## src/pkg/adcseq_params.svh

```systemverilog
`ifndef ADCSEQ_PARAMS_SVH
`define ADCSEQ_PARAMS_SVH
// Register byte offsets
`define ADCSEQ_OFF_CTRL 12'h000
`define ADCSEQ_OFF_STAT 12'h004
`define ADCSEQ_OFF_MASK 12'h008
`define ADCSEQ_OFF_SCAN 12'h00c
`define ADCSEQ_OFF_CHAN 12'h010
`define ADCSEQ_OFF_WDOG 12'h014
`define ADCSEQ_OFF_WSEL 12'h018
`define ADCSEQ_OFF_RDAT 12'h01c
`define ADCSEQ_OFF_JDAT 12'h020
`define ADCSEQ_OFF_CALT 12'h024
`define ADCSEQ_OFF_CALR 12'h028
// Control fields
`define ADCSEQ_CTRL_EN 0
`define ADCSEQ_CTRL_SCAN 1
`define ADCSEQ_CTRL_START 2
`define ADCSEQ_CTRL_TRGEN 3
`define ADCSEQ_CTRL_JTRGEN 4
`define ADCSEQ_CTRL_JSTART 5
`define ADCSEQ_CTRL_DMAEN 6
`define ADCSEQ_CTRL_AUTOOFF 7
`define ADCSEQ_CTRL_WDEN 8
`define ADCSEQ_CTRL_WMODE_LO 9
// Status fields
`define ADCSEQ_ST_EOC 0
`define ADCSEQ_ST_JEOC 1
`define ADCSEQ_ST_AWD 2
`define ADCSEQ_ST_OVR 3
// Channel numbers and widths
`define ADCSEQ_NCH 26
`define ADCSEQ_CH_TEMP 5'd16
`define ADCSEQ_CH_VREF 5'd17
`define ADCSEQ_RES_W 12
// Timing
`define ADCSEQ_T_WAKE_NS 1000
`define ADCSEQ_WAKE_CYC ((`ADCSEQ_T_WAKE_NS + 99) / 100)
// Factory calibration reset values (arbitrary)
`define ADCSEQ_CAL_TEMP 32'h0000_0a5a
`define ADCSEQ_CAL_VREF 32'h0000_05a5
`endif

```

## src/pkg/adcseq_pkg.sv

```systemverilog
`default_nettype none
package adcseq_pkg;
  typedef enum logic [1:0] {AQ_OFF, AQ_WAKE, AQ_IDLE, AQ_CONV} adcseq_state_t;
  typedef enum logic [1:0] {AQ_WD_ONE, AQ_WD_SET, AQ_WD_ALL} adcseq_wdmode_t;
endpackage
`default_nettype wire

```

## src/pkg/adcseq_conv_if.sv

```systemverilog
`default_nettype none
// Request and result path between sequencer and converter handshake
interface adcseq_conv_if;
  logic start;
  logic [4:0] chan;
  logic busy;
  logic done;
  logic [11:0] data;
  modport seq (output start, output chan, input busy, input done, input data);
  modport cnv (input start, input chan, output busy, output done, output data);
endinterface
`default_nettype wire

```

## src/rtl/adcseq_conv.sv

```systemverilog
`include "adcseq_params.svh"
`default_nettype none
// Hands one conversion to the analog macro and returns its result
module adcseq_conv
(
  // Clock and reset
  input wire logic clk,
  input wire logic reset,
  // Sequencer side
  adcseq_conv_if.cnv cif,
  // Analog macro side
  output logic ana_start,
  output logic [4:0] ana_chan,
  input wire logic ana_eoc,
  input wire logic [11:0] ana_data
);
  logic busy_reg;
  logic done_reg;
  logic [11:0] data_reg;
  logic [4:0] chan_reg;

  // Conversion tracking
  always_ff @(posedge clk or posedge reset)
  begin
    if (reset)
      busy_reg <= 1'b0;
    else if (cif.start)
      busy_reg <= 1'b1;
    else if (ana_eoc)
      busy_reg <= 1'b0;
  end

  // Channel latch
  always_ff @(posedge clk or posedge reset)
  begin
    if (reset)
      chan_reg <= 5'h00;
    else if (cif.start)
      chan_reg <= cif.chan;
  end

  // Result capture
  always_ff @(posedge clk or posedge reset)
  begin
    if (reset)
    begin
      done_reg <= 1'b0;
      data_reg <= 12'h000;
    end
    else
    begin
      done_reg <= busy_reg && ana_eoc;
      if (busy_reg && ana_eoc)
        data_reg <= ana_data;
    end
  end

  assign ana_start = cif.start;
  assign ana_chan = cif.start ? cif.chan : chan_reg;
  assign cif.busy = busy_reg;
  assign cif.done = done_reg;
  assign cif.data = data_reg;
endmodule
`default_nettype wire

```

## src/rtl/adcseq_top.sv

```systemverilog
// Functional notes
// - 12-bit results, 26 channels, single and scan
// - scan steps through selected channel group
// - DMA request per regular result, cleared when read
// - watchdog guards one, some or all channels
// - interrupt when guarded result leaves window
// - timer events start regular and injected conversions
// - injection suspends scan, then scan resumes
// - conversion clock independent of processor clock (the converter handshake here runs on the system clock CLK)
// - optional auto power-down between conversions
// - channel 16 is the temperature sensor
// - channel 17 is the bandgap reference
// - calibration values read-only, writes rejected
//
// Decided for this implementation: the APB register port and the register offsets.
`include "adcseq_params.svh"
`default_nettype none
module adcseq_top
  import adcseq_pkg::*;
(
  // Clock and reset
  input wire logic CLK,
  input wire logic RESET,
  // APB slave
  input wire logic PSEL,
  input wire logic PENABLE,
  input wire logic PWRITE,
  input wire logic [11:0] PADDR,
  input wire logic [31:0] PWDATA,
  output logic [31:0] PRDATA,
  output logic PREADY,
  output logic PSLVERR,
  // Timer trigger events
  input wire logic TIMER_TRIG,
  input wire logic TIMER_JTRIG,
  // DMA handshake
  output logic DMA_REQ,
  // Analog macro
  output logic ANA_POWER,
  output logic ANA_START,
  output logic [4:0] ANA_CHAN,
  input wire logic ANA_EOC,
  input wire logic [11:0] ANA_DATA,
  // Interrupt
  output logic IRQ
);
  adcseq_conv_if cif();
  adcseq_state_t state_reg;
  logic [10:0] ctrl_reg;
  logic [3:0] stat_reg;
  logic [3:0] mask_reg;
  logic [`ADCSEQ_NCH-1:0] scan_reg;
  logic [`ADCSEQ_NCH-1:0] wsel_reg;
  logic [4:0] chan_reg;
  logic [4:0] jchan_reg;
  logic [4:0] wchan_reg;
  logic [23:0] wdog_reg;
  logic [11:0] rdat_reg;
  logic [11:0] jdat_reg;
  logic [4:0] pos_reg;
  logic [4:0] cur_chan_reg;
  logic cur_inj_reg;
  logic reg_pend_reg;
  logic inj_pend_reg;
  logic dma_reg;
  logic [3:0] wake_reg;
  logic wr_en;
  logic rd_en;
  logic awd_hit;
  logic [3:0] stat_set;
  logic [4:0] next_pos;
  logic scan_last;

  // Finds the next selected channel at or after a position
  function automatic logic [4:0] adcseq_next(input logic [`ADCSEQ_NCH-1:0] set,
                                             input logic [4:0] from);
    logic [4:0] r;
    logic hit;
    r = from;
    hit = 1'b0;
    for (int i = 0; i < `ADCSEQ_NCH; i++)
    begin
      if (!hit && i >= from && set[i])
      begin
        r = 5'(i);
        hit = 1'b1;
      end
    end
    return r;
  endfunction

  // Address match helper
  function automatic logic adcseq_hit(input logic [11:0] a, input logic [11:0] off);
    return a == off;
  endfunction

  // Bus strobes, zero wait state
  assign wr_en = PSEL && PENABLE && PWRITE;
  assign rd_en = PSEL && PENABLE && !PWRITE;
  assign PREADY = 1'b1;

  // Converter handshake, runs on the system clock alone
  adcseq_conv u_conv
  (
    .clk(CLK),
    .reset(RESET),
    .cif(cif.cnv),
    .ana_start(ANA_START),
    .ana_chan(ANA_CHAN),
    .ana_eoc(ANA_EOC),
    .ana_data(ANA_DATA)
  );

  // Window comparator
  adcseq_wdog u_wdog
  (
    .enable(ctrl_reg[`ADCSEQ_CTRL_WDEN]),
    .mode(adcseq_wdmode_t'(ctrl_reg[`ADCSEQ_CTRL_WMODE_LO +: 2])),
    .watch_chan(wchan_reg),
    .watch_set(wsel_reg),
    .chan(cur_chan_reg),
    .data(cif.data),
    .low(wdog_reg[11:0]),
    .high(wdog_reg[23:12]),
    .out_of_window(awd_hit)
  );

  // Control register; start bits self-clear
  always_ff @(posedge CLK or posedge RESET)
  begin
    if (RESET)
      ctrl_reg <= 11'h000;
    else if (wr_en && adcseq_hit(PADDR, `ADCSEQ_OFF_CTRL))
      ctrl_reg <= PWDATA[10:0];
    else
    begin
      ctrl_reg[`ADCSEQ_CTRL_START] <= 1'b0;
      ctrl_reg[`ADCSEQ_CTRL_JSTART] <= 1'b0;
    end
  end

  // Configuration registers
  always_ff @(posedge CLK or posedge RESET)
  begin
    if (RESET)
    begin
      mask_reg <= 4'h0;
      scan_reg <= '0;
      chan_reg <= 5'h00;
      jchan_reg <= 5'h00;
      wchan_reg <= 5'h00;
      wdog_reg <= 24'hfff000;
      wsel_reg <= '0;
    end
    else if (wr_en)
    begin
      if (adcseq_hit(PADDR, `ADCSEQ_OFF_MASK))
        mask_reg <= PWDATA[3:0];
      if (adcseq_hit(PADDR, `ADCSEQ_OFF_SCAN))
        scan_reg <= PWDATA[`ADCSEQ_NCH-1:0];
      if (adcseq_hit(PADDR, `ADCSEQ_OFF_CHAN))
      begin
        chan_reg <= PWDATA[4:0];
        jchan_reg <= PWDATA[12:8];
        wchan_reg <= PWDATA[20:16];
      end
      if (adcseq_hit(PADDR, `ADCSEQ_OFF_WDOG))
        wdog_reg <= PWDATA[23:0];
      if (adcseq_hit(PADDR, `ADCSEQ_OFF_WSEL))
        wsel_reg <= PWDATA[`ADCSEQ_NCH-1:0];
    end
  end

  // Pending regular and injected requests
  always_ff @(posedge CLK or posedge RESET)
  begin
    if (RESET)
    begin
      reg_pend_reg <= 1'b0;
      inj_pend_reg <= 1'b0;
    end
    else if (!ctrl_reg[`ADCSEQ_CTRL_EN])
    begin
      reg_pend_reg <= 1'b0;
      inj_pend_reg <= 1'b0;
    end
    else
    begin
      if (ctrl_reg[`ADCSEQ_CTRL_START] || (ctrl_reg[`ADCSEQ_CTRL_TRGEN] && TIMER_TRIG))
        reg_pend_reg <= 1'b1;
      else if (state_reg == AQ_IDLE && !inj_pend_reg)
        reg_pend_reg <= 1'b0;
      if (ctrl_reg[`ADCSEQ_CTRL_JSTART] || (ctrl_reg[`ADCSEQ_CTRL_JTRGEN] && TIMER_JTRIG))
        inj_pend_reg <= 1'b1;
      else if (state_reg == AQ_IDLE)
        inj_pend_reg <= 1'b0;
    end
  end

  assign next_pos = adcseq_next(scan_reg, 5'(cur_chan_reg + 5'd1));
  assign scan_last = !ctrl_reg[`ADCSEQ_CTRL_SCAN] || cur_chan_reg == 5'(`ADCSEQ_NCH - 1)
                     || next_pos <= cur_chan_reg || !scan_reg[next_pos];

  // Sequencer; scan position survives an injection
  always_ff @(posedge CLK or posedge RESET)
  begin
    if (RESET)
    begin
      state_reg <= AQ_OFF;
      pos_reg <= 5'h00;
      cur_chan_reg <= 5'h00;
      cur_inj_reg <= 1'b0;
      wake_reg <= 4'h0;
    end
    else if (!ctrl_reg[`ADCSEQ_CTRL_EN])
    begin
      state_reg <= AQ_OFF;
      pos_reg <= 5'h00;
    end
    else
    begin
      unique case (state_reg)
        AQ_OFF:
        begin
          wake_reg <= 4'(`ADCSEQ_WAKE_CYC);
          if (!ctrl_reg[`ADCSEQ_CTRL_AUTOOFF] || reg_pend_reg || inj_pend_reg)
            state_reg <= AQ_WAKE;
        end
        AQ_WAKE:
        begin
          if (wake_reg <= 4'h1)
            state_reg <= AQ_IDLE;
          wake_reg <= wake_reg - 4'h1;
        end
        AQ_IDLE:
        begin
          if (inj_pend_reg)
          begin
            cur_chan_reg <= jchan_reg;
            cur_inj_reg <= 1'b1;
            state_reg <= AQ_CONV;
          end
          else if (reg_pend_reg || pos_reg != 5'h00)
          begin
            cur_chan_reg <= ctrl_reg[`ADCSEQ_CTRL_SCAN] ? adcseq_next(scan_reg, pos_reg)
                                                        : chan_reg;
            cur_inj_reg <= 1'b0;
            state_reg <= AQ_CONV;
          end
          else if (ctrl_reg[`ADCSEQ_CTRL_AUTOOFF])
            state_reg <= AQ_OFF;
        end
        AQ_CONV:
        begin
          if (cif.done)
          begin
            state_reg <= AQ_IDLE;
            if (!cur_inj_reg)
              pos_reg <= (scan_last) ? 5'h00 : next_pos;
          end
        end
      endcase
    end
  end

  // Channel 16 and 17 are the sensor and reference inputs of the macro
  assign cif.chan = cur_chan_reg;
  assign cif.start = state_reg == AQ_CONV && !cif.busy && !cif.done;
  assign ANA_POWER = state_reg != AQ_OFF;

  // Result registers
  always_ff @(posedge CLK or posedge RESET)
  begin
    if (RESET)
    begin
      rdat_reg <= 12'h000;
      jdat_reg <= 12'h000;
    end
    else if (cif.done && state_reg == AQ_CONV)
    begin
      if (cur_inj_reg)
        jdat_reg <= cif.data;
      else
        rdat_reg <= cif.data;
    end
  end

  // Event bits: set wins over read clear
  always_comb
  begin
    stat_set = 4'h0;
    if (cif.done && state_reg == AQ_CONV)
    begin
      stat_set[`ADCSEQ_ST_EOC] = !cur_inj_reg;
      stat_set[`ADCSEQ_ST_JEOC] = cur_inj_reg;
      stat_set[`ADCSEQ_ST_AWD] = awd_hit;
      stat_set[`ADCSEQ_ST_OVR] = !cur_inj_reg && dma_reg;
    end
  end

  always_ff @(posedge CLK or posedge RESET)
  begin
    if (RESET)
      stat_reg <= 4'h0;
    else if (rd_en && adcseq_hit(PADDR, `ADCSEQ_OFF_STAT))
      stat_reg <= stat_set;
    else
      stat_reg <= stat_reg | stat_set;
  end

  // DMA request per regular result, dropped by the result read
  always_ff @(posedge CLK or posedge RESET)
  begin
    if (RESET)
      dma_reg <= 1'b0;
    else if (stat_set[`ADCSEQ_ST_EOC] && ctrl_reg[`ADCSEQ_CTRL_DMAEN])
      dma_reg <= 1'b1;
    else if (rd_en && adcseq_hit(PADDR, `ADCSEQ_OFF_RDAT))
      dma_reg <= 1'b0;
  end

  assign DMA_REQ = dma_reg;
  assign IRQ = |(stat_reg & mask_reg);

  // Read mux; calibration words are constants
  always_comb
  begin
    PRDATA = 32'h0000_0000;
    PSLVERR = 1'b0;
    unique case (PADDR)
      `ADCSEQ_OFF_CTRL: PRDATA = {21'h0, ctrl_reg};
      `ADCSEQ_OFF_STAT: PRDATA = {28'h0, stat_reg};
      `ADCSEQ_OFF_MASK: PRDATA = {28'h0, mask_reg};
      `ADCSEQ_OFF_SCAN: PRDATA = {6'h0, scan_reg};
      `ADCSEQ_OFF_CHAN: PRDATA = {11'h0, wchan_reg, 3'h0, jchan_reg, 3'h0, chan_reg};
      `ADCSEQ_OFF_WDOG: PRDATA = {8'h0, wdog_reg};
      `ADCSEQ_OFF_WSEL: PRDATA = {6'h0, wsel_reg};
      `ADCSEQ_OFF_RDAT: PRDATA = {20'h0, rdat_reg};
      `ADCSEQ_OFF_JDAT: PRDATA = {20'h0, jdat_reg};
      `ADCSEQ_OFF_CALT:
      begin
        PRDATA = `ADCSEQ_CAL_TEMP;
        PSLVERR = PSEL && PENABLE && PWRITE;
      end
      `ADCSEQ_OFF_CALR:
      begin
        PRDATA = `ADCSEQ_CAL_VREF;
        PSLVERR = PSEL && PENABLE && PWRITE;
      end
      default: PSLVERR = PSEL && PENABLE;
    endcase
  end
endmodule
`default_nettype wire

```

## src/rtl/adcseq_wdog.sv

```systemverilog
`include "adcseq_params.svh"
`default_nettype none
// Window comparison of a result against programmed thresholds
module adcseq_wdog
  import adcseq_pkg::*;
(
  input wire logic enable,
  input wire adcseq_wdmode_t mode,
  input wire logic [4:0] watch_chan,
  input wire logic [`ADCSEQ_NCH-1:0] watch_set,
  input wire logic [4:0] chan,
  input wire logic [11:0] data,
  input wire logic [11:0] low,
  input wire logic [11:0] high,
  output logic out_of_window
);
  logic guarded;

  // Channel selection for guarding
  always_comb
  begin
    guarded = 1'b0;
    unique case (mode)
      AQ_WD_ONE: guarded = (chan == watch_chan);
      AQ_WD_SET: guarded = watch_set[chan];
      AQ_WD_ALL: guarded = 1'b1;
      default: guarded = 1'b0;
    endcase
  end

  assign out_of_window = enable && guarded && ((data < low) || (data > high));
endmodule
`default_nettype wire

```

## config.mk

```make
export PLATFORM = sky130hd
export DESIGN_NAME = adcseq_top
export DESIGN_NICKNAME = d
export VERILOG_FILES = /design/src/pkg/adcseq_pkg.sv /design/src/pkg/adcseq_conv_if.sv /design/src/rtl/adcseq_conv.sv /design/src/rtl/adcseq_top.sv /design/src/rtl/adcseq_wdog.sv
export VERILOG_INCLUDE_DIRS = /design/src /design/src/pkg
export SDC_FILE = /design/constraint.sdc
export NUM_CORES = 1
export LEC_CHECK = 0
export BUFFER_PORTS_ARGS = -buffer_cell sky130_fd_sc_hd__buf_2
export CAP_MARGIN = 20
export CELL_PAD_IN_SITES_DETAIL_PLACEMENT = 0
export CELL_PAD_IN_SITES_GLOBAL_PLACEMENT = 1
export CORE_UTILIZATION = 50
export DETAILED_ROUTE_END_ITERATION = 8
export PLACE_DENSITY = 0.86
export SYNTH_ARGS = -nofsm -noshare
export SYNTH_HDL_FRONTEND = slang
export SYNTH_SLANG_ARGS = --single-unit
```

## constraint.sdc

```tcl
create_clock -name CLK -period 11.6 [get_ports CLK]
set_input_delay 2.9 -clock CLK [delete_from_list [all_inputs] [get_ports CLK]]
set_output_delay 2.9 -clock CLK [all_outputs]
set_load 0.01 [all_outputs]
```

**Yosys cells after proc, flatten, opt, wreduce, memory -nomap -nowiden**

Index checks and enable logic that the tools add are counted.

- $add $sub $neg: 2
- Order comparisons: 58
- Equality and inequality tests: 26
- Multiplexer cells: 243
- Bitwise logic cells: 3
- Reductions and logical operators: 209

Operators by type and width:

| cell | count |
|---|---|
| 2-to-1 mux 5 bit | 61 |
| case mux 26 bit (11 select lines) | 1 |
| 2-to-1 mux 1 bit | 166 |
| logical AND 1 bit | 119 |
| greater-or-equal comparator 5 bit, first input constant | 20 |
| greater-or-equal comparator 4 x 5 -> 1 bit, first input constant | 16 |
| logical NOT 1 bit | 58 |
| == test 12 x 5 -> 1 bit, second input constant | 4 |
| greater-or-equal comparator 3 x 5 -> 1 bit, first input constant | 8 |
| == test 12 x 6 -> 1 bit, second input constant | 3 |
| == test 12 x 4 -> 1 bit, second input constant | 2 |
| greater-or-equal comparator 1 x 5 -> 1 bit, first input constant | 4 |
| greater-or-equal comparator 2 x 5 -> 1 bit, first input constant | 4 |
| AND reduction 2 bit | 8 |
| 2-to-1 mux 2 bit | 7 |
| == test 12 x 3 -> 1 bit, second input constant | 1 |
| > comparator 12 bit | 1 |
| logical NOT 12 bit | 1 |
| less-than comparator 12 bit | 1 |
| less-than comparator 5 x 6 -> 1 bit, second input constant | 2 |
| binary-select mux 1 bit (select 5 bit) | 2 |
| nonzero test 2 bit | 5 |
| logical OR 1 bit | 9 |
| OR reduction 9 bit | 1 |
| other kinds (28) | 37 |

- Flip-flop bits (word level): 173
- Bits of input ports: 64
- Output and inout bits: 43
- Word-level logic and storage cells: 565

**Logic depth before layout (Yosys ltp)**

Gate-level depths: netlist (run 1).

- Depth in word-level cells: 206
- Gate-level depth with buffers: 25
- Mapped depth without buffers: 22

**Hierarchy**

Synthesis (run 1) repeated with hierarchy kept, for this count alone.

- Cells, all modules: 1,183
- Area, all modules: 11,225.8 sq um

By module, submodules not included:

| module | instances | cells each | area each (sq um) |
|---|---|---|---|
| adcseq_top | 1 | 1,027 | 9,577.9 |
| adcseq_wdog | 1 | 112 | 897.1 |
| adcseq_conv | 1 | 44 | 750.7 |

**Worst setup path before layout (run 1)**

Ideal clock, no wire load.

- Path type: input port to output port
- Start point: input port PADDR[9]
- End point: output port PRDATA[0]
- Data arrival time: 4,575 ps
- Path slack: 4,125 ps
- Cell stages on the path: 7
- Cell sequence: nor4_1 -> nand2_1 -> or3_1 -> nor2_1 -> clkbuf_1 -> a221oi_1 -> nand3_1

- Word-level cells in the longest chain between the ends: 2
- Elaborated cells between the ends (all ways): 12

RTL lines:

| what | RTL line | RTL |
|---|---|---|
| start: declaration | adcseq_top.sv:28 | `input wire logic [11:0] PADDR,` |
| == test 12 x 6 -> 1 bit (tied with other cells) | adcseq_top.sv:330 | `unique case (PADDR)` |
| case mux 26 bit (11 select lines) (*) | adcseq_top.sv:330 |  |
| end: declaration | adcseq_top.sv:30 | `output logic [31:0] PRDATA,` |

Mark *: on every way between the ends. The rest lies on a longest branch, timed or not.

**Final worst setup path (run 1)**

- Start point: input port PADDR[9]
- End point: output port PRDATA[9]

Same word-level chain as after synthesis.

==> reports/results.ini, run 1 <==
[outcome]
status = finished, final reports clean

[global_route]
grt_pass1_vias = 9392
grt_max_degree = 102
grt_pass1_wl_mm = 53.9
gr-total-overflow = 0
antenna_found_initial = 0
grt_use_total = 0.317

[pwr]
netSwitchingFraction = 0.244
seqPwrFrac = 0.495
p_leak_nw = 6.03
p_switching_mw = 0.299
clkPwrFrac = 0.474
total_power_mw = 1.22
internal_power_mw = 0.923
ir_worst_vdd_mv = 0.0869
combinationalPowerShare = 0.031
power.density_nw_per_um2 = 99.3

[sta]
period_minus_slack_ns = 8.18
slew_viol_final = 0
min_period_over_period = 0.705
slew_headroom = 0.242
hold_viol_final = 0
fin_skew_ns = 0.0109
worst_slew_pin_slew_ns = 1.13
fmax_mhz = 122
rsz0062_at_grt = false
finalSetupViolations = 0
tns_ns = 0

[synth]
seq_area_frac_synth = 0.392
avgSynthCellArea_sq_um = 9.48
synthFlopType = dfrtp_1
synthArstFlopShare = 1.00
synth_area_leaders = dfrtp_1 (36%), mux2_2 (11%), nand2_1 (5.0%)
yosys-top-cells-count = dfrtp_1 (161), nand2_1 (146), mux2_2 (108)
ys_types = 96
syn-cell-area_sq_um = 11100
yosys.area.top_type_share = 0.364
synth-edff-count = 0
synth.most_common_cell = dfrtp_1
yosys.area.top_type = dfrtp_1
synth-seq-cells = 173
syn_inst = 1167
synth_warnings = 0

[detailed_routing]
drcViolationCount = 0
avgViaCountPerCell = 6.45
vias = 9800
wire_per_inst_um = 22.7
drt_iter0_drc = 1078
ant_nets = 0
first_pass_iters = 8
wirelength_mm = 34.5

[clocking]
cts_resized = 0
cts_buffer_depth = 2
worstSkewPairLatency_ns = 0.43
path_clk_slew_ns = 0.07
cts_tree = yes
postCtsSetupBuffers = 0
hold_buffers = 0
cts_buffers = 17
root_buffer = clkbuf_16
numClockSinks = 173
htreeDepth = 4

[min_path]
worstHoldPathType = flip-flop to flip-flop

[critical_path]
worstPathArrival_ns = 5.28
cp_cell_sequence = buf_2, nor4_1, nand2_1, or3_1, nor2_1, a22o_1, a221oi_1, nand3_1, buf_2
r2r_slack_ns = 5.98
path_class = input pin to output port
critPathMostFrequentCell = buf_2
critPathLaunchType = input pin
path_buf_inv = 2
cp_top_family = simple AND/OR/NAND/NOR gates
critPathMaxStageDelay_ns = 0.71
cp.required_ns = 8.70
critPathCaptureType = output port
cp_max_fo = 12
critPathSlowestCell = nor2_1

[final_layout]
fin_nets = 1323
layout-drive-gt1-share = 0.249
num_antenna_cells = 0
syn_to_final_growth_pct = 11.2
final_cell_count_no_fill = 1519
fill_cells = 1964

[job]
cap_violations = 0

[die]
design.core.area_sq_um = 21800
rows = 54
start_util = 0.509
io_pins = 107
die_y_um = 151
die_w_um = 151
die_area_sq_um = 22700

[placement]
port_buffers = 93
dp_hpwl_mm = 25.2
gp_congestion = 0.952
dpl.cell_count = 1486

## layout make-up
class,instances,area (sq um),area share
clock buffers,18,429,0.0349
clock inverters,14,168,0.0136
inverters,64,245,0.0199
multi-input cells,863,6190,0.503
flip-flops and latches,173,4340,0.353
well taps,280,350,0.0285
repair buffers,107,579,0.0471
## worst register-to-register path: cells and delay by family (launching register included)
kind                     cells  cell delay [ns]
AO/OA/AOI/OAI                6             0.90
XOR/XNOR                     1             0.63
adder cells (fa/ha/maj)      2             0.89
buffers and inverters        1             0.12
flip-flops                   1             0.35
AND/OR/NAND/NOR             11             2.64
## stage by stage
stage,setup WS [ns],util,hold slack [ns],area (sq um)
6_report,3.42,0.566,0.485,12300
4_1_cts,3.40,0.565,0.481,12300
2_1_floorplan,4.03,-,0.441,11100
3_3_place_gp,3.14,0.537,0.460,11700
5_1_grt,3.18,0.566,0.496,12300
3_5_place_dp,3.41,0.538,0.464,11700
## layer usage
| metal | up-vias | wire [um] | global-route usage |
|---|---|---|---|
| li1 | 4428 | - | - |
| met3 | 78 | 3000 | 0.0569 |
| met2 | 487 | 15800 | 0.494 |
| met4 | 0 | 1170 | 0.129 |
| met1 | 4807 | 14500 | 0.437 |
| met5 | - | 0 | 0 |
## worst paths after layout
path | start | to | depth (start not counted)
setup / recovery | PADDR[9] | PRDATA[9] | 9
min in group asynchronous | RESET | u_conv.cif.data[0]$_DFFE_PP0P_ | 2
hold / removal | rdat_reg[8]$_DFFE_PP0P_ | rdat_reg[8]$_DFFE_PP0P_ | 2
max in group asynchronous | RESET | pos_reg[0]$_DFFE_PP0P_ | 3
setup reg to reg | cif.chan[0]$_DFFE_PP0P_ | pos_reg[1]$_DFFE_PP0P_ | 21
hold reg to reg | rdat_reg[8]$_DFFE_PP0P_ | rdat_reg[8]$_DFFE_PP0P_ | 2
## layout by cell type (no fill, tap or decap), types with 8 or more instances in the layout
master     synthesis  routed
inv_1             60      59
nand2b_1          10      10
or3_1             10      10
o22ai_1           12      12
a21o_1            15      15
buf_2              5      93
nand4_1           12      12
a22oi_1           21      21
a22o_1            11      11
clkbuf_16          0      17
nor2_1            57      56
and3_1             8       8
a221oi_1          14      14
buf_4             12      12
mux2_2           108     108
and2_1             9       9
dfrtp_1          161     161
nor2b_1           15      15
dfstp_2           12      12
nand2_1          146     146
o21ai_0           75      75
ha_1              33      33
o211ai_1          12      12
mux2i_1            9       9
mux4_2             8       8
a21oi_1           51      51
a31oi_1           11      11
nor3_1            22      19
nand3_1           36      36
a222oi_1          20      20
## power by group through the flow
stage          Sequential, mW  Clock [mW]  Combinational [mW]
6_report                0.605       0.579              0.0375
5_1_grt                 0.605       0.607              0.0421
4_1_cts                 0.605       0.586              0.0381
3_5_place_dp            0.616           0              0.0379
3_3_place_gp            0.616           0              0.0373
2_1_floorplan           0.616           0              0.0175
## cells by family after synthesis
| logic type | Yosys count | share of synthesized area |
|---|---|---|
| buffers and inverters | 136 | 0.0528 |
| AO/OA/AOI/OAI | 325 | 0.209 |
| AND/OR/NAND/NOR | 359 | 0.159 |
| XOR/XNOR | 12 | 0.0122 |
| adder cells (fa/ha/maj) | 33 | 0.0373 |
| multiplexers | 127 | 0.137 |
| other | 2 | 0.000679 |
| flip-flops | 173 | 0.392 |
Power figures use the tool's default switching activity.
==> run 2, diff against run 1 <==
--- a/config.mk
+++ b/config.mk
@@ -10,9 +10,9 @@
 export CAP_MARGIN = 20
 export CELL_PAD_IN_SITES_DETAIL_PLACEMENT = 0
 export CELL_PAD_IN_SITES_GLOBAL_PLACEMENT = 1
-export CORE_UTILIZATION = 50
+export CORE_UTILIZATION = 47
 export DETAILED_ROUTE_END_ITERATION = 8
-export PLACE_DENSITY = 0.86
+export PLACE_DENSITY = 0.81
 export SYNTH_ARGS = -nofsm -noshare
 export SYNTH_HDL_FRONTEND = slang
 export SYNTH_SLANG_ARGS = --single-unit
==> constraint.sdc (replaced) <==
create_clock -name CLK -period 8.45 [get_ports CLK]
set_input_delay 2.1125 -clock CLK [delete_from_list [all_inputs] [get_ports CLK]]
set_output_delay 2.1125 -clock CLK [all_outputs]
set_load 0.01 [all_outputs]
==> run 2 against run 1 <==
Sequential power is 37% higher; via count is 0.30% higher; first-iteration DRC count is 8.1% higher; clock power is 47% higher; sequential share of layout area is 0.28 points lower; combinational power is 37% higher; critical path type unchanged; critical endpoint unchanged; largest cell class unchanged.
==> reports/results.ini, run 2 (synthesis gave the netlist of run 1 again) <==
[sta]
worst_slew_pin_slew_ns = 1.16  ; +0.0276 ns
slew_headroom = 0.223  ; -0.0184
slew_viol_final = 0  ; unchanged
period_minus_slack_ns = 6.84
hold_viol_final = 0  ; unchanged
finalSetupViolations = 0  ; unchanged
tns_ns = 0  ; unchanged
min_period_over_period = 0.810
fmax_mhz = 146
fin_skew_ns = 0.0122  ; +0.00136 ns
rsz0062_at_grt = false

[die]
die_w_um = 155  ; +3.1%
die_area_sq_um = 24200  ; +6.3%
die_y_um = 155  ; +3.1%
io_pins = 107  ; unchanged
design.core.area_sq_um = 22800  ; +5.0%
start_util = 0.484  ; -0.0243
rows = 55  ; +1.9%

[global_route]
antenna_found_initial = 0  ; unchanged
grt_pass1_wl_mm = 54.4  ; +0.86%
grt_use_total = 0.300  ; -0.0176
grt_max_degree = 89  ; -13%
gr-total-overflow = 0  ; unchanged
grt_pass1_vias = 9204  ; -2.0%

[detailed_routing]
wire_per_inst_um = 22.7  ; about the same
drcViolationCount = 0  ; unchanged
first_pass_iters = 6  ; -2
ant_nets = 0  ; unchanged
avgViaCountPerCell = 6.32  ; -2.1%
vias = 9829  ; +0.30%
wirelength_mm = 35.3  ; +2.4%
drt_iter0_drc = 1165  ; +8.1%

[final_layout]
final_core_util = 0.543  ; -0.0227
layout-drive-gt1-share = 0.253  ; +0.00402
fin_nets = 1327  ; +0.30%
multi_input_area_sq_um = 6190  ; unchanged
num_antenna_cells = 0  ; unchanged
syn_to_final_growth_pct = 12.1
fill_cells = 2148  ; +9.4%
seqCellArea_sq_um = 4340  ; unchanged
final_cell_mix = dfrtp_1 (161), nand2_1 (146), mux2_2 (108), buf_2 (93), o21ai_0 (75)
final_common_cell = dfrtp_1

[clocking]
cts_buffer_depth = 2  ; unchanged
postCtsSetupBuffers = 0  ; unchanged
hold_buffers = 0  ; unchanged
numClockSinks = 173  ; unchanged
cts_tree = yes
worstSkewPairLatency_ns = 0.43  ; about the same
path_clk_slew_ns = 0.07  ; about the same
cts_resized = 0  ; unchanged
cts_buffers = 17  ; unchanged
root_buffer = clkbuf_16
htreeDepth = 4  ; unchanged

[critical_path]
reg2reg_from = cif.chan[1]$_DFFE_PP0P_
critPathLaunchType = input pin
cp.required_ns = 6.34  ; -2.36 ns
critPathCaptureType = output port
crit_start = PADDR[9]
worstPathArrival_ns = 4.73  ; -0.55 ns
path_class = input pin to output port
r2r_slack_ns = 2.46  ; -3.52 ns
worst-r2r-cell-count = 22  ; +4.8%
cp_max_fo = 12  ; unchanged
r2r-end = pos_reg[1]$_DFFE_PP0P_

[min_path]
min_from = rdat_reg[8]$_DFFE_PP0P_
worst_hold_path.num_cells = 2  ; unchanged
worstHoldPathType = flip-flop to flip-flop
holdPathEnd = rdat_reg[8]$_DFFE_PP0P_

[pwr]
p_leak_nw = 6.04  ; +0.27%
power.density_nw_per_um2 = 140  ; +41%
ir_worst_vdd_mv = 0.124  ; +42%

[placement]
gp_congestion = 0.927  ; -2.6%
port_buffers = 93  ; unchanged
dp_hpwl_mm = 25.5  ; +1.3%

[outcome]
status = finished, final reports clean

[job]
cap_violations = 0  ; unchanged

[run 2: routing by layer]
layer,track usage,vias to the layer above,wire [um]
li1,-,4432,-
met1,0.423,4809,15200
met2,0.470,519,16200
met3,0.0462,69,2870
met4,0.103,0,976
met5,0,-,0
[run 2: worst max-delay path by stage]
stage	slack [ns]	cells after the start	to
finish	1.61	9	PRDATA[9]
global route	1.46	9	PRDATA[9]
CTS	1.69	9	PRDATA[9]
detailed placement	1.69	9	PRDATA[9]
global placement	1.77	9	PRDATA[9]
floorplan	1.67	1	DMA_REQ$_DFFE_PP0P_
[run 2: critical path: stages]
cell      delay [ns]
buf_2           0.10
nor4_1          0.41
nand2_1         0.26
or3_1           0.43
nor2_1          0.77
a22o_1          0.23
a221oi_1        0.08
nand3_1         0.19
buf_2           0.15
[run 2: layout make-up]
class                   count  area share
clock buffers              17      0.0343
inverters                  64      0.0198
clock inverters            15      0.0161
well taps                 313      0.0316
repair buffers            111      0.0489
multi-input cells         863       0.499
flip-flops and latches    173       0.350
[run 2: where the power goes]
group	internal [mW]	switching, mW	total [mW]
Sequential	0.829	0.00150	0.830
Clock	0.454	0.396	0.850
Combinational	0.0147	0.0366	0.0513
Total	1.30	0.434	1.73
[run 2: metrics by stage]
step	cells	instance area [sq um]	worst slack (ns)	total power, mW	hold WS (ns)
finish	1556	12400	1.61	1.73	0.480
global route	1556	12400	1.46	1.78	0.503
CTS	1555	12400	1.69	1.74	0.481
detailed placement	1523	11800	1.69	0.898	0.463
global placement	1523	11800	1.77	0.898	0.459
floorplan	1172	11100	1.67	0.870	0.441
==> run 3, diff against run 2 <==
--- a/config.mk
+++ b/config.mk
@@ -6,11 +6,12 @@
 export SDC_FILE = /design/constraint.sdc
 export NUM_CORES = 1
 export LEC_CHECK = 0
+export ABC_AREA = 1
 export BUFFER_PORTS_ARGS = -buffer_cell sky130_fd_sc_hd__buf_2
 export CAP_MARGIN = 20
 export CELL_PAD_IN_SITES_DETAIL_PLACEMENT = 0
 export CELL_PAD_IN_SITES_GLOBAL_PLACEMENT = 1
-export CORE_UTILIZATION = 47
+export CORE_UTILIZATION = 44
 export DETAILED_ROUTE_END_ITERATION = 8
 export PLACE_DENSITY = 0.81
 export SYNTH_ARGS = -nofsm -noshare
==> constraint.sdc (replaced) <==
create_clock -name CLK -period 6.99 [get_ports CLK]
set_input_delay 1.7475 -clock CLK [delete_from_list [all_inputs] [get_ports CLK]]
set_output_delay 1.7475 -clock CLK [all_outputs]
set_load 0.01 [all_outputs]
==> run 3 against run 2 <==
First-iteration DRC count shrank 3.9%; design area grew 0.60%; via count grew 11%; utilization shrank 3.4 points; highest routed layer unchanged.
==> reports/results.ini, run 3 <==
[detailed_routing]
ant_nets = 0  ; unchanged
drcViolationCount = 0  ; unchanged
drt_iter0_drc = 1120  ; -3.9%
first_pass_iters = 6  ; unchanged
wirelength_mm = 38.1  ; +8.0%
wire_per_inst_um = 19.8  ; -13%
vias = 10946  ; +11%
avgViaCountPerCell = 5.67  ; -10%

[pwr]
internal_power_mw = 1.57  ; +21%
p_leak_nw = 5.91  ; -2.3%
p_switching_mw = 0.587  ; +35%
ir_worst_vdd_mv = 0.115  ; -7.3%
clkPwrFrac = 0.465  ; -0.026
total_power_mw = 2.16  ; +25%
netSwitchingFraction = 0.272  ; +0.0212
power.density_nw_per_um2 = 173  ; +24%
seqPwrFrac = 0.475  ; -0.004
combinationalPowerShare = 0.061  ; +0.031

[synth]
synth_area_leaders = dfrtp_1 (36%), nand2_1 (13%), o21ai_0 (9.2%)
syn-cell-area_sq_um = 11100  ; +0.31%
yosys.area.top_type_share = 0.363  ; -0.00111
synth_compound_area_frac = 0.182  ; -0.0269
synthXorXnorAreaFrac = 0.000789  ; -0.0114
synthArstFlopShare = 1.00  ; unchanged
seq_area_frac_synth = 0.391  ; -0.00119
yosys.area.top_type = dfrtp_1
yosys-top-cells-count = nand2_1 (377), o21ai_0 (205), inv_1 (203)
synth_warnings = 0  ; unchanged
synth_mux_area_frac = 0.000902  ; -0.136
synth_top_family_by_area = simple AND/OR/NAND/NOR gates
synth-seq-cells = 173  ; unchanged
synthFlopType = dfrtp_1
syn_inst = 1515  ; +30%
synth.most_common_cell = nand2_1
avgSynthCellArea_sq_um = 7.33  ; -23%
synthAdderAreaFrac = 0.0372  ; -0.000114
synthSimpleGateAreaFrac = 0.288  ; +0.130
synth-edff-count = 0  ; unchanged
ys_types = 61  ; -36%

[min_path]
min_from = rdat_reg[6]$_DFFE_PP0P_
worst_hold_path.num_cells = 2  ; unchanged
worstHoldPathType = flip-flop to flip-flop
holdPathEnd = rdat_reg[6]$_DFFE_PP0P_

[critical_path]
r2r_slack_ns = 1.25  ; -1.21 ns
cp_max_fo = 8  ; -4
critPathCaptureType = output port
critPathLaunchType = input pin
r2r-end = pos_reg[0]$_DFFE_PP0P_
worst-r2r-cell-count = 28  ; +27%
cp.required_ns = 5.24  ; -1.10 ns
path_class = input pin to output port
worstPathArrival_ns = 4.01  ; -0.72 ns
reg2reg_from = cif.chan[0]$_DFFE_PP0P_

[global_route]
antenna_found_initial = 0  ; unchanged
grt_use_total = 0.303  ; +0.00302
grt_pass1_vias = 10096  ; +9.7%
gr-total-overflow = 0  ; unchanged
grt_pass1_wl_mm = 59.3  ; +9.0%
grt_max_degree = 66  ; -26%

[final_layout]
final_common_cell = nand2_1
num_antenna_cells = 0  ; unchanged
fin_nets = 1689  ; +27%
layout-drive-gt1-share = 0.141  ; -0.113
final_cell_mix = nand2_1 (377), o21ai_0 (205), inv_1 (202), dfrtp_1 (161), buf_2 (93)
final_core_util = 0.509  ; -0.0343
syn_to_final_growth_pct = 12.4

[die]
die_area_sq_um = 25900  ; +7.1%
die_w_um = 161  ; +3.5%
design.core.area_sq_um = 24500  ; +7.4%
die_y_um = 161  ; +3.5%
start_util = 0.453  ; -0.0319
rows = 57  ; +3.6%
io_pins = 107  ; unchanged

[placement]
dp_hpwl_mm = 28.8  ; +13%
post-place-ws_ns = 1.28  ; -0.413 ns
gp_congestion = 0.959  ; +3.4%
port_buffers = 93  ; unchanged

[clocking]
cts_tree = yes
hold_buffers = 0  ; unchanged
numClockSinks = 173  ; unchanged
path_clk_slew_ns = 0.08  ; about the same
cts_resized = 0  ; unchanged
root_buffer = clkbuf_16
worstSkewPairLatency_ns = 0.45  ; +0.02 ns
postCtsSetupBuffers = 0  ; unchanged
cts_buffers = 17  ; unchanged
htreeDepth = 4  ; unchanged
cts_buffer_depth = 2  ; unchanged

[sta]
hold_viol_final = 0  ; unchanged
period_minus_slack_ns = 5.75
hold_slack_ns = 0.489  ; +0.00860 ns
finalSetupViolations = 0  ; unchanged
worst_slew_pin_slew_ns = 0.974  ; -0.188 ns
slew_viol_final = 0  ; unchanged
slew_headroom = 0.349  ; +0.126
final.setup.worst_slack_ns = 1.24  ; -0.370 ns
fmax_mhz = 174
rsz0062_at_grt = false
min_period_over_period = 0.823
fin_skew_ns = 0.0199  ; +0.00762 ns
tns_ns = 0  ; unchanged

[job]
cap_violations = 0  ; unchanged

[outcome]
status = finished, final reports clean

## run 3: worst max-delay path by stage
stage / startpoint / to / slack, ns / cells past startpoint
after floorplan: RESET / DMA_REQ$_DFFE_PP0P_ / 0.57 / 1
final: PADDR[9] / PRDATA[0] / 1.24 / 12
after detailed placement: PADDR[9] / PRDATA[8] / 1.28 / 11
after global placement: PADDR[9] / PRDATA[8] / 1.30 / 11
after global routing: cif.chan[0]$_DFFE_PP0P_ / pos_reg[0]$_DFFE_PP0P_ / 0.80 / 28
after CTS: PADDR[9] / PRDATA[8] / 1.28 / 11
## run 3: per-stage QoR
stage / std cells / area [sq um]
finish: 1929 / 12500
CTS: 1929 / 12500
global placement: 1897 / 11900
floorplan: 1520 / 11100
global route: 1929 / 12500
detailed placement: 1897 / 11900
## run 3: critical path, stage by stage
cell and delay (ns):
buf_2 0.09, nor4_1 0.48, inv_1 0.15, nor2_1 0.19, nand2_1 0.12, nor2_1 0.41, buf_4 0.27, nand2_1 0.08
o21ai_0 0.10, a221oi_1 0.08, nand4_1 0.12, buf_2 0.15
## run 3: cell type report
type                       count  area [sq um]
fill                        2524         12100
multi-input combinational   1071          5680
sequential                   173          4340
inverter                     219           827
timing repair buffer         110           593
clock buffer                  17           425
tap                          324           405
clock inverter                15           199
## run 3: metal layers
| layer | part of all wire | up-vias | GRT usage |
|---|---|---|---|
| met5 | 0 | - | 0 |
| met4 | 0.028 | 0 | 0.0999 |
| met3 | 0.069 | 61 | 0.0380 |
| met2 | 0.45 | 470 | 0.470 |
| met1 | 0.46 | 5184 | 0.436 |
| li1 | - | 5231 | - |
## run 3: kinds of logic (layout without fill, tap and decap cells)
| group | Yosys count | count (layout) |
|---|---|---|
| adders and majority gates | 33 | 33 |
| AOI/OAI and AO/OA | 347 | 347 |
| other | 2 | 7 |
| muxes | 1 | 1 |
| xor gates and xnor gates | 1 | 1 |
| and+or+nand+nor | 682 | 682 |
| DFF | 173 | 173 |
| buffers and inverters | 276 | 361 |
## run 3: power by group through the flow
stage	clock [mW]	sequential, mW	combinational, mW
after global routing	1.05	1.03	0.152
after floorplan	0	1.04	0.0850
after CTS	1.01	1.03	0.132
after detailed placement	0	1.05	0.131
final	1.00	1.03	0.131
after global placement	0	1.05	0.129
